### src/shared/pcei_pkg.sv
// constants and types for the pin control and external interrupt block
// Behaviour
// - Option bit picks falling-edge-only or falling-edge-plus-low-level interrupt input sensing.
// - Third port pin interrupts are always falling-edge, whatever the option bit says.
// - All eight third port pins request interrupts only while the interrupt is enabled.
// - A dedicated option bit enables or disables the watchdog system.
// - With its option bit set, low supply holds the processor in reset.
// - Option bit disables stop; executing stop then causes a reset instead.
// - Options are individual bits of an option register held in programmable memory.
// - Two operating modes: user firmware mode and bootloader programming mode.
// - Oscillator output is the inverted oscillator input, forced high in stop mode.
// - Internal operating clock is the source clock divided by two.
// - External low on reset pin restarts the whole controller; input has hysteresis.
// - Device pulls reset pin low on every internal reset source.
// - Interrupt input raises a request that the processor interrupt mask can block.
// - Ports of seven, eight, eight lines; direction programmable; inputs after reset.
// - Second port shared: serial lowest four, two PWM, compare, capture on top.
// - Five analog pins are digital inputs while converter off; converter resets off.
// - Converter on: selected channel pin reads 0, others read true levels.
// - Converter control bits select which shared analog pin is routed.
package pcei_pkg;
    localparam int PA_W = 7;
    localparam int PB_W = 8;
    localparam int PC_W = 8;
    localparam int PD_W = 5;
    localparam int OPT_W = 4;
    localparam int CNT_W = 6;
    // register offsets
    localparam logic [7:0] OFF_PA_DATA = 8'h00;
    localparam logic [7:0] OFF_PB_DATA = 8'h01;
    localparam logic [7:0] OFF_PC_DATA = 8'h02;
    localparam logic [7:0] OFF_PD_DATA = 8'h03;
    localparam logic [7:0] OFF_PA_DIR = 8'h04;
    localparam logic [7:0] OFF_PB_DIR = 8'h05;
    localparam logic [7:0] OFF_PC_DIR = 8'h06;
    localparam logic [7:0] OFF_AD_CTRL = 8'h1e;
    localparam logic [7:0] OFF_IRQ_CTRL = 8'h1f;
    localparam logic [7:0] OFF_OPTION = 8'h20;
    localparam logic [7:0] OFF_MODE = 8'h21;
    // option register bits
    localparam int OPT_IRQ_LEVEL = 0;
    localparam int OPT_WDOG_EN = 1;
    localparam int OPT_LVR_EN = 2;
    localparam int OPT_STOP_DIS = 3;
    // converter control fields
    localparam int AD_ON_BIT = 7;
    localparam int AD_CH_LSB = 0;
    localparam int AD_CH_W = 3;
    // interrupt control fields
    localparam int IRQ_EN_BIT = 1;
    localparam int IRQ_ACK_BIT = 2;
    localparam int IRQ_PEND_BIT = 3;
    localparam int IRQ_PIN_BIT = 0;
    // reset values
    localparam logic [7:0] DIR_RST = 8'h00;
    localparam logic [7:0] DATA_RST = 8'h00;
    // timing
    localparam int CLK_PERIOD_NS = 40;
    localparam int RST_HOLD_NS = 1000;
    localparam int RST_HOLD_CYC = (RST_HOLD_NS + CLK_PERIOD_NS - 1) / CLK_PERIOD_NS;
    localparam logic [CNT_W-1:0] RST_HOLD = CNT_W'(RST_HOLD_CYC);
    localparam int OP_DIV = 2;

    typedef struct packed {
        logic rd;
        logic wr;
        logic [7:0] addr;
        logic [7:0] wdata;
    } pcei_bus_t;

    typedef struct packed {
        logic [OPT_W-1:0] opt;
        logic opt_valid;
        logic boot_mode;
        logic [CNT_W-1:0] rst_cnt;
        logic [1:0] rst_s;
        logic [1:0] irq_s;
        logic irq_prev;
        logic [PC_W-1:0] pc_s0;
        logic [PC_W-1:0] pc_s1;
        logic [PC_W-1:0] pc_prev;
        logic [PA_W-1:0] pa_s0;
        logic [PA_W-1:0] pa_s1;
        logic [PB_W-1:0] pb_s0;
        logic [PB_W-1:0] pb_s1;
        logic [PD_W-1:0] pd_s0;
        logic [PD_W-1:0] pd_s1;
        logic [1:0] osc_s;
        logic osc_prev;
        logic div;
        logic [PA_W-1:0] pa_d;
        logic [PB_W-1:0] pb_d;
        logic [PC_W-1:0] pc_d;
        logic [PA_W-1:0] pa_dir;
        logic [PB_W-1:0] pb_dir;
        logic [PC_W-1:0] pc_dir;
        logic ad_on;
        logic [AD_CH_W-1:0] ad_chan;
        logic irq_en;
        logic pend;
        logic stop_mode;
        logic [7:0] rdata;
    } pcei_state_t;
endpackage

### src/design/pcei_pin_ctrl.sv
// pin control, option bits, reset pin and external interrupt logic
//
// Local design decisions: the plain strobed port and the register offsets.
`timescale 1ns/1ps
`default_nettype none
module pcei_pin_ctrl (
    input wire logic clk,
    input wire logic resetn,
    input wire pcei_pkg::pcei_bus_t bus,
    output logic [7:0] rdata,
    input wire logic [pcei_pkg::OPT_W-1:0] option_config_register,
    input wire logic boot_strap,
    output logic boot_mode,
    output logic watchdog_system_en,
    input wire logic watchdog_timeout,
    input wire logic low_supply_detect,
    input wire logic illegal_addr,
    input wire logic stop_exec,
    output logic stop_mode,
    output logic cpu_reset,
    input wire logic reset_pin_in,
    output logic reset_pin_out,
    output logic reset_pin_oe,
    input wire logic oscillator_input_pin,
    output logic oscillator_output_pin,
    output logic op_clock_out,
    input wire logic irq_pin_in,
    input wire logic cpu_irq_mask,
    input wire logic cpu_irq_ack,
    output logic irq_req,
    input wire logic [pcei_pkg::PA_W-1:0] first_port_lines_in,
    output logic [pcei_pkg::PA_W-1:0] first_port_lines_out,
    output logic [pcei_pkg::PA_W-1:0] first_port_lines_oe,
    input wire logic [pcei_pkg::PB_W-1:0] second_port_in,
    output logic [pcei_pkg::PB_W-1:0] second_port_out,
    output logic [pcei_pkg::PB_W-1:0] second_port_oe,
    input wire logic second_port_serial_en,
    input wire logic [3:0] second_port_serial_lines_out,
    input wire logic [3:0] second_port_serial_lines_oe,
    output logic [3:0] second_port_serial_lines_in,
    input wire logic pwm_a_en,
    input wire logic second_port_pwm_out_a,
    input wire logic pwm_b_en,
    input wire logic second_port_pwm_out_b,
    input wire logic compare_en,
    input wire logic second_port_compare_out,
    input wire logic capture_en,
    output logic second_port_capture_in,
    input wire logic [pcei_pkg::PC_W-1:0] third_port_wakeup_lines_in,
    output logic [pcei_pkg::PC_W-1:0] third_port_wakeup_lines_out,
    output logic [pcei_pkg::PC_W-1:0] third_port_wakeup_lines_oe,
    input wire logic [pcei_pkg::PD_W-1:0] analog_shared_inputs,
    output logic ad_enable,
    output logic [pcei_pkg::AD_CH_W-1:0] ad_channel
);
    pcei_pkg::pcei_state_t st;
    pcei_pkg::pcei_state_t next_st;

    logic lvl_on;
    logic stop_dis;
    logic int_rst;
    logic irq_fall;
    logic [pcei_pkg::PC_W-1:0] pc_fall;
    logic irq_set;
    logic irq_clr;
    logic level_req;
    logic wake;
    logic osc_rise;
    logic [pcei_pkg::PD_W-1:0] pd_mask;
    logic [pcei_pkg::PA_W-1:0] pa_rd;
    logic [pcei_pkg::PB_W-1:0] pb_rd;
    logic [pcei_pkg::PC_W-1:0] pc_rd;
    logic [pcei_pkg::PD_W-1:0] pd_rd;
    logic [pcei_pkg::PB_W-1:0] pb_own;
    logic [pcei_pkg::PB_W-1:0] pb_per_out;
    logic [pcei_pkg::PB_W-1:0] pb_per_oe;

    // option bits are only trusted once captured after reset release
    assign lvl_on = st.opt_valid & st.opt[pcei_pkg::OPT_IRQ_LEVEL];
    assign stop_dis = st.opt_valid & st.opt[pcei_pkg::OPT_STOP_DIS];

    // every internal reset source reloads the pin pull-down counter
    assign int_rst = (st.opt[pcei_pkg::OPT_WDOG_EN] & watchdog_timeout)
        | (st.opt[pcei_pkg::OPT_LVR_EN] & low_supply_detect)
        | illegal_addr
        | (stop_exec & stop_dis);

    assign irq_fall = st.irq_prev & ~st.irq_s[1];
    assign pc_fall = st.pc_prev & ~st.pc_s1;
    assign irq_set = st.irq_en & (irq_fall | (|pc_fall));
    assign irq_clr = cpu_irq_ack
        | (bus.wr & (bus.addr == pcei_pkg::OFF_IRQ_CTRL) & bus.wdata[pcei_pkg::IRQ_ACK_BIT]);
    assign level_req = lvl_on & st.irq_en & ~st.irq_s[1];
    assign wake = st.pend | level_req;
    assign osc_rise = st.osc_s[1] & ~st.osc_prev;

    // selected converter channel reads as zero
    always_comb begin
        pd_mask = '0;
        if (st.ad_on && (st.ad_chan < 3'(pcei_pkg::PD_W))) begin
            pd_mask[st.ad_chan] = 1'b1;
        end
    end

    // peripheral ownership of the second port
    assign pb_own = {capture_en, compare_en, pwm_b_en, pwm_a_en, {4{second_port_serial_en}}};
    assign pb_per_out = {1'b0, second_port_compare_out, second_port_pwm_out_b,
        second_port_pwm_out_a, second_port_serial_lines_out};
    assign pb_per_oe = {1'b0, 1'b1, 1'b1, 1'b1, second_port_serial_lines_oe};

    assign pa_rd = (st.pa_dir & st.pa_d) | (~st.pa_dir & st.pa_s1);
    assign pb_rd = (st.pb_dir & st.pb_d & ~pb_own) | ((~st.pb_dir | pb_own) & st.pb_s1);
    assign pc_rd = (st.pc_dir & st.pc_d) | (~st.pc_dir & st.pc_s1);
    assign pd_rd = st.pd_s1 & ~pd_mask;

    always_comb begin
        next_st = st;
        // synchronisers: first stage feeds only the second
        next_st.rst_s = {st.rst_s[0], reset_pin_in};
        next_st.irq_s = {st.irq_s[0], irq_pin_in};
        next_st.irq_prev = st.irq_s[1];
        next_st.pc_s0 = third_port_wakeup_lines_in;
        next_st.pc_s1 = st.pc_s0;
        next_st.pc_prev = st.pc_s1;
        next_st.pa_s0 = first_port_lines_in;
        next_st.pa_s1 = st.pa_s0;
        next_st.pb_s0 = second_port_in;
        next_st.pb_s1 = st.pb_s0;
        next_st.pd_s0 = analog_shared_inputs;
        next_st.pd_s1 = st.pd_s0;
        next_st.osc_s = {st.osc_s[0], oscillator_input_pin};
        next_st.osc_prev = st.osc_s[1];
        if (osc_rise) begin
            next_st.div = ~st.div;
        end
        // options and mode strap caught on the first edge after release
        if (!st.opt_valid) begin
            next_st.opt = option_config_register;
            next_st.boot_mode = boot_strap;
            next_st.opt_valid = 1'b1;
        end
        // reset pin pull-down stretch
        if (int_rst) begin
            next_st.rst_cnt = pcei_pkg::RST_HOLD;
        end else if (st.rst_cnt != '0) begin
            next_st.rst_cnt = st.rst_cnt - 1'b1;
        end
        // stop entry and wake
        if (cpu_reset || wake) begin
            next_st.stop_mode = 1'b0;
        end else if (stop_exec && !stop_dis && st.opt_valid) begin
            next_st.stop_mode = 1'b1;
        end
        // pending request: set wins over clear
        if (irq_set) begin
            next_st.pend = 1'b1;
        end else if (irq_clr) begin
            next_st.pend = 1'b0;
        end
        next_st.rdata = '0;
        if (bus.rd) begin
            case (bus.addr)
                pcei_pkg::OFF_PA_DATA: next_st.rdata = 8'(pa_rd);
                pcei_pkg::OFF_PB_DATA: next_st.rdata = pb_rd;
                pcei_pkg::OFF_PC_DATA: next_st.rdata = pc_rd;
                pcei_pkg::OFF_PD_DATA: next_st.rdata = 8'(pd_rd);
                pcei_pkg::OFF_PA_DIR: next_st.rdata = 8'(st.pa_dir);
                pcei_pkg::OFF_PB_DIR: next_st.rdata = st.pb_dir;
                pcei_pkg::OFF_PC_DIR: next_st.rdata = st.pc_dir;
                pcei_pkg::OFF_AD_CTRL: begin
                    next_st.rdata[pcei_pkg::AD_ON_BIT] = st.ad_on;
                    next_st.rdata[pcei_pkg::AD_CH_LSB +: pcei_pkg::AD_CH_W] = st.ad_chan;
                end
                pcei_pkg::OFF_IRQ_CTRL: begin
                    next_st.rdata[pcei_pkg::IRQ_EN_BIT] = st.irq_en;
                    next_st.rdata[pcei_pkg::IRQ_PEND_BIT] = st.pend;
                    next_st.rdata[pcei_pkg::IRQ_PIN_BIT] = st.irq_s[1];
                end
                pcei_pkg::OFF_OPTION: next_st.rdata = 8'(st.opt);
                pcei_pkg::OFF_MODE: next_st.rdata = {7'h00, st.boot_mode};
                default: next_st.rdata = '0;
            endcase
        end
        if (bus.wr) begin
            case (bus.addr)
                pcei_pkg::OFF_PA_DATA: next_st.pa_d = bus.wdata[pcei_pkg::PA_W-1:0];
                pcei_pkg::OFF_PB_DATA: next_st.pb_d = bus.wdata;
                pcei_pkg::OFF_PC_DATA: next_st.pc_d = bus.wdata;
                pcei_pkg::OFF_PA_DIR: next_st.pa_dir = bus.wdata[pcei_pkg::PA_W-1:0];
                pcei_pkg::OFF_PB_DIR: next_st.pb_dir = bus.wdata;
                pcei_pkg::OFF_PC_DIR: next_st.pc_dir = bus.wdata;
                pcei_pkg::OFF_AD_CTRL: begin
                    next_st.ad_on = bus.wdata[pcei_pkg::AD_ON_BIT];
                    next_st.ad_chan = bus.wdata[pcei_pkg::AD_CH_LSB +: pcei_pkg::AD_CH_W];
                end
                pcei_pkg::OFF_IRQ_CTRL: next_st.irq_en = bus.wdata[pcei_pkg::IRQ_EN_BIT];
                default: begin
                end
            endcase
        end
        // processor reset returns software state to defaults
        if (cpu_reset) begin
            next_st.pa_d = pcei_pkg::DATA_RST[pcei_pkg::PA_W-1:0];
            next_st.pb_d = pcei_pkg::DATA_RST;
            next_st.pc_d = pcei_pkg::DATA_RST;
            next_st.pa_dir = pcei_pkg::DIR_RST[pcei_pkg::PA_W-1:0];
            next_st.pb_dir = pcei_pkg::DIR_RST;
            next_st.pc_dir = pcei_pkg::DIR_RST;
            next_st.ad_on = 1'b0;
            next_st.ad_chan = '0;
            next_st.irq_en = 1'b0;
            next_st.pend = 1'b0;
        end
    end

    always_ff @(posedge clk or negedge resetn) begin
        if (!resetn) begin
            st <= '0;
            st.rst_cnt <= pcei_pkg::RST_HOLD;
            st.rst_s <= 2'h3;
            st.irq_s <= 2'h3;
            st.irq_prev <= 1'b1;
            st.pc_s0 <= 8'hff;
            st.pc_s1 <= 8'hff;
            st.pc_prev <= 8'hff;
        end else begin
            st <= next_st;
        end
    end

    // hysteresis lives in the pad; here the pin is synchronised
    assign cpu_reset = (st.rst_cnt != '0) | ~st.rst_s[1];
    assign reset_pin_out = 1'b0;
    assign reset_pin_oe = (st.rst_cnt != '0);
    assign rdata = st.rdata;
    assign boot_mode = st.boot_mode;
    assign watchdog_system_en = st.opt[pcei_pkg::OPT_WDOG_EN];
    assign stop_mode = st.stop_mode;
    // the inverter path stays combinational, as in the pad
    assign oscillator_output_pin = st.stop_mode | ~oscillator_input_pin;
    assign op_clock_out = st.div;
    assign irq_req = wake & ~cpu_irq_mask;
    assign first_port_lines_out = st.pa_d;
    assign first_port_lines_oe = st.pa_dir;
    assign second_port_out = (pb_own & pb_per_out) | (~pb_own & st.pb_d);
    assign second_port_oe = (pb_own & pb_per_oe) | (~pb_own & st.pb_dir);
    assign second_port_serial_lines_in = st.pb_s1[3:0];
    assign second_port_capture_in = st.pb_s1[7];
    assign third_port_wakeup_lines_out = st.pc_d;
    assign third_port_wakeup_lines_oe = st.pc_dir;
    assign ad_enable = st.ad_on;
    assign ad_channel = st.ad_chan;
endmodule
`default_nettype wire

### config.mk
export PLATFORM = sky130hd
export DESIGN_NAME = pcei_pin_ctrl
export DESIGN_NICKNAME = d
export VERILOG_FILES = /design/src/shared/pcei_pkg.sv /design/src/design/pcei_pin_ctrl.sv
export SDC_FILE = /design/constraint.sdc
export NUM_CORES = 1
export LEC_CHECK = 0
export BUFFER_PORTS_ARGS = -buffer_cell sky130_fd_sc_hd__buf_2
export CAP_MARGIN = 20
export CELL_PAD_IN_SITES_DETAIL_PLACEMENT = 0
export CELL_PAD_IN_SITES_GLOBAL_PLACEMENT = 1
export CORE_MARGIN = 2
export CORE_UTILIZATION = 45
export DETAILED_ROUTE_END_ITERATION = 8
export GPL_TIMING_DRIVEN = 0
export MAX_ROUTING_LAYER = met4
export PLACE_DENSITY = 0.85
export SLEW_MARGIN = 30
export SYNTH_ARGS = -nofsm -noshare
export SYNTH_HDL_FRONTEND = slang
export SYNTH_SLANG_ARGS = --single-unit
### constraint.sdc
create_clock -name clk -period 4.89 [get_ports clk]
set_input_delay 0 -clock clk [delete_from_list [all_inputs] [get_ports clk]]
set_output_delay 0 -clock clk [all_outputs]
set_load 0.005 [all_outputs]
# Word-level counts from Yosys, hierarchy flattened
# Index checks and enable logic that the tools add are counted.
dict set report totals {
  reg_bits 146
  word_cells 151
  in_bits 78
}
dict set report classes {
  order_cmp 3
  addsub 1
  n_reduce_logical 29
  eq_ne 10
  muxes 25
  bitwise 52
}
# cell count
set ops {}
lappend ops {{$and 8x8->8} 8}
lappend ops {{$mux 52} 1}
lappend ops {{$mux 51} 1}
lappend ops {{$mux 8} 5}
lappend ops {{$or 8x8->8} 5}
lappend ops {{$not 8->8} 4}
lappend ops {{$eq 8x3->1 const B} 3}
lappend ops {{$pmux 2 s11} 1}
lappend ops {{$reduce_bool 2->1} 11}
lappend ops {{$pmux 3 s7} 1}
lappend ops {{$pmux 1 s9} 2}
lappend ops {{$and 8x7->8} 2}
lappend ops {{$eq 8x2->1 const B} 2}
lappend ops {{$eq 8x5->1 const B} 2}
lappend ops {{$eq 8x6->1 const B} 2}
lappend ops {{$reduce_and 2->1} 8}
lappend ops {{$and 7x7->7} 2}
lappend ops {{$mux 7} 2}
lappend ops {{$and 1x1->1} 13}
lappend ops {{$mux 6} 2}
lappend ops {{$eq 8x1->1 const B} 1}
lappend ops {{$logic_not 8->1} 1}
lappend ops {{$or 1x1->1} 8}
lappend ops {{$reduce_or 8->1} 1}
lappend ops {{19 further kinds} 32}

# Depth between registers and ports, before layout
dict set report logic_depth {
  word_depth 9
  depth_mapped 8
  mapped_depth_nobuf 8
}

# Worst setup path before layout
# Ideal clock, no wire load.
dict set report synth_path {
  path_kind {reg2reg}
  startpoint {register st[134] (netlist bit)}
  endpoint {register st[50] (netlist bit)}
  synth_period_minus_slack_ns 1.718
  path_stages_with_launch 8
  setup_slack_ns 3.172
  arrival_time_ns 1.640
  path_cell_list {dfstp_2 > inv_1 > ha_1 > or3b_1 > nor3_4 > nand2_2 > buf_2 > a21oi_1}
}
dict set report synth_via {
  elab_chain_cells 4
  elab_cells_between_ends 6
  cone_classes {1 x mux; 1 x bitwise; 4 x reduce/logical}
}
# item line
set synth_lines {}
lappend synth_lines {{from (decl)} pcei_pin_ctrl.sv:56} ;# pcei_pkg::pcei_state_t st;
lappend synth_lines {{from (signal assigned)} pcei_pin_ctrl.sv:227} ;# st <= next_st;
lappend synth_lines {{$reduce_bool 6->1 *} pcei_pin_ctrl.sv:232} ;# assign cpu_reset = (st.rst_cnt != '0) | ~st.rst_s[1];
lappend synth_lines {{$or 1x1->1 *} pcei_pin_ctrl.sv:232}
lappend synth_lines {{$reduce_bool 2->1 (no source line)} --}
lappend synth_lines {{$reduce_and 2->1 (no source line)} --}
# Every way passes the cells marked *; elsewhere a longest branch is shown, timed or not.
# A chain may end at the register's enable or synchronous reset.

# Worst setup path in the final report
dict set report layout_path {
  startpoint {register st[134] (netlist bit)}
  endpoint {output cpu_reset}
}
dict set report layout_via {
  elab_chain_cells 2
}
# item line
set layout_lines {}
lappend layout_lines {{$reduce_bool 6->1} pcei_pin_ctrl.sv:232}
lappend layout_lines {{$or 1x1->1} pcei_pin_ctrl.sv:232}
lappend layout_lines {{to (decl)} pcei_pin_ctrl.sv:20} ;# output logic cpu_reset,
# No other way between the ends.

==> out/metrics.yaml <==
status: "finished, final reports clean"
tightest_slew_ns: 0.682
ios: 150
fin_nets: 876
layout-drive-gt1-share_pct: 37.2
arrival_ns: 2.40
cp-end-kind: "output port"
slew_violations: 0
intPower_w: 0.00215
syn_area_per_cell_um2: 11.2
finalPower_w: 0.00281
cts_hold_buf: 51
syn_nets: 661
critPathLaunchType: "flop"
skew_ns: 0.00783
relSlewSlack_pct: 54.5
crit_type: "reg -> out"
grt_usage_pct: 26.3
drcViolationCount: 0
max-cap-violations: 0
first_pass_iters: 5
cts_buffer_depth: 2
synthArstFlopShare_pct: 100
required_ns: 4.89
synth_top_cell_by_area: "dfrtp_1"
clkSinkCount: 146
tns_ns: 0
switchingPower_w: 0.000661
syn2layout_area_growth_pct: 32.3
antenna_found_initial: 1
rows: 43
cts_resized: 0
via_per_inst: 5.13
avgRoutedWirePerCell_um: 18.9
leakage_nw: 4.16
die_h_um: 124
power_density_nw_per_um2: 327
synth_area_um2: 6490
yosys_warnings: 0
post-cts-setup-buffer-count: 0
pwr-share-seq_pct: 45.6
drt_iter0_drc: 331
ys_seq_area_share_pct: 56.9
combPwrFrac_pct: 7.5
grt_max_degree: 91
r2r_setup_slack_ns: 2.55
synthTopCellsByArea: "dfrtp_1 (44%), dfstp_2 (13%), mux2i_1 (8.3%)"
grt_pass1_vias: 5132
htreeDepth: 4
ys_types: 60
drtAntennaViolNets: 0
core_area_um2: 14000
port_buffers: 144
grt_pass1_wl_um: 28400
seqCellArea_um2: 3690
synth-seq-cells: 146
syn_inst: 582
finalCritPeriodShare_pct: 49.0
dp_hpwl_um: 13300
globalRoute.totalOverflow: 0
routed_wl_um: 18800
setup_viol: 0
clkLatencyLatePin_ns: 0.43
timing.fmax_mhz: 417
design.die.area_um2: 15400
hold_class: "in -> reg"
cts_buffers: 17
clkPwrFrac_pct: 46.9
clk_pin_slew_ns: 0.06
synth_top_area_share_pct: 43.9
rsz0062_at_grt: "false"
clockRootBuffer: "clkbuf_16"
ys.flop_type: "dfrtp_1"
whs_path_depth: 3
multi_input_area_um2: 2290
finalCriticalPeriod_ns: 2.40
die_w_um: 124
cts_tree: "done"
cp_max_fo: 10
initial_core_util_pct: 46.4
globalplace.congestion: 0.890
fillers: 1167
r2r_cells: 5
ir_drop_v: 0.000519
power.share.switching_pct: 23.5
vias: 5079
finalHoldViolCount: 0
synth_edf_count: 0
==> cell type report <==
type | instances | area share (%)
flip-flops and latches | 146 | 43.0
multi-input cells | 354 | 26.7
repair buffers | 196 | 14.8
clock buffers | 20 | 5.32
plain buffers | 69 | 5.30
well taps | 180 | 2.62
clock inverters | 12 | 1.68
inverters | 13 | 0.568
diodes | 1 | 0.0291
==> cells by family (layout without fill, tap and decap cells) <==
kind of cell,after synthesis,after routing,share of synthesized area [%]
and+or+nand+nor,191,191,15.2
DFF,146,146,56.9
AOI/OAI and AO/OA,88,88,8.56
buffers and inverters,82,310,7.77
muxes,68,68,10.8
xor gates and xnor gates,4,4,0.540
other,2,3,0.116
adders and majority gates,1,1,0.193
==> layer usage <==
metal | wire [um] | global-route usage, % | share of wire (%) | up-vias
met4 | 332 | 8.85 | 1.8 | 0
met2 | 8930 | 40.4 | 48 | 161
li1 | - | - | - | 2392
met5 | 0 | - | 0 | -
met1 | 8520 | 35.2 | 45 | 2500
met3 | 994 | 5.36 | 5.3 | 26
==> power groups by stage <==
stage | sequential [W] | clock, W | combinational (W)
floorplan | 0.00130 | 0 | 0.0000730
global placement | 0.00130 | 0 | 0.000173
detailed placement | 0.00130 | 0 | 0.000179
CTS | 0.00128 | 0.00134 | 0.000211
global route | 0.00129 | 0.00140 | 0.000233
finish | 0.00128 | 0.00132 | 0.000211
==> synth_stat cells (4+ instances only) <==
library cell / count
mux2_2: 14
clkbuf_1: 8
buf_2: 13
and3_1: 5
o22ai_1: 5
a31oi_1: 6
o211ai_1: 5
mux2i_1: 54
nor2_1: 52
inv_1: 12
nand2b_1: 12
o21ai_0: 12
a22oi_1: 4
xnor2_1: 4
nor2b_1: 9
nand3b_1: 4
a21oi_1: 28
or2_2: 4
nand3_1: 22
nand2_1: 57
o21ai_1: 5
buf_4: 48
dfstp_2: 32
dfrtp_1: 114
and2_1: 4
==> metrics by stage <==
step                worst slack (ns)  hold slack [ns]  instances  utilization, %  cell area [um^2]
floorplan                       3.17           -0.296        582               -              6490
global placement                1.89            0.105        906            53.2              7440
detailed placement              2.84          -0.0511        907            53.4              7470
CTS                             2.48           0.0124        990            61.4              8590
global route                    2.36           0.0737        991            61.4              8590
finish                          2.49           0.0339        991            61.4              8590
==> registers in the layout (all words and copies together), names as in the netlist, 3 cells and up <==
signal                       count
third_port_wakeup_lines_oe       8
first_port_lines_oe              7
ad_channel                       3
first_port_lines_out             7
st                              54
second_port_serial_lines_in      4
third_port_wakeup_lines_out      8
next_st                         41
rdata                            8
==> path summary, 6_finish.rpt <==
| kind | startpoint | end |
|---|---|---|
| setup / recovery | st[134]$_DFFE_PN1P_ | cpu_reset |
| hold / removal | bus[1] | third_port_wakeup_lines_oe[1]$_DFFE_PN0P_ |
| setup reg to reg | watchdog_system_en$_DFFE_PN0N_ | st[135]$_DFFE_PN0P_ |
| hold reg to reg | next_st[82]$_DFF_PN0_ | second_port_capture_in$_DFF_PN0_ |
| max in group asynchronous | resetn | next_st[133]$_DFF_PN1_ |
| min in group asynchronous | resetn | first_port_lines_out[6]$_DFFE_PN0P_ |
==> critical path, cell delays in order, from the launching register on <==
cell and delay (ns):
dfstp_2 0.37, inv_1 0.08, ha_1 0.18, or3b_1 0.43, nor3_4 0.26, nand2_2 0.22, buf_2 0.27, buf_2 0.16
==> placed cells by master (no fill, tap or decap), drive strengths merged, types with 12 or more instances in the layout <==
cell           n
buf          206
dfstp         32
inv           19
nor2          53
nand2         58
nand2b        12
o21ai         17
mux2          14
dfrtp        114
dlygate4sd3   51
a21oi         28
nand3         25
mux2i         54
clkbuf        28
Power figures use the tool's default switching activity.
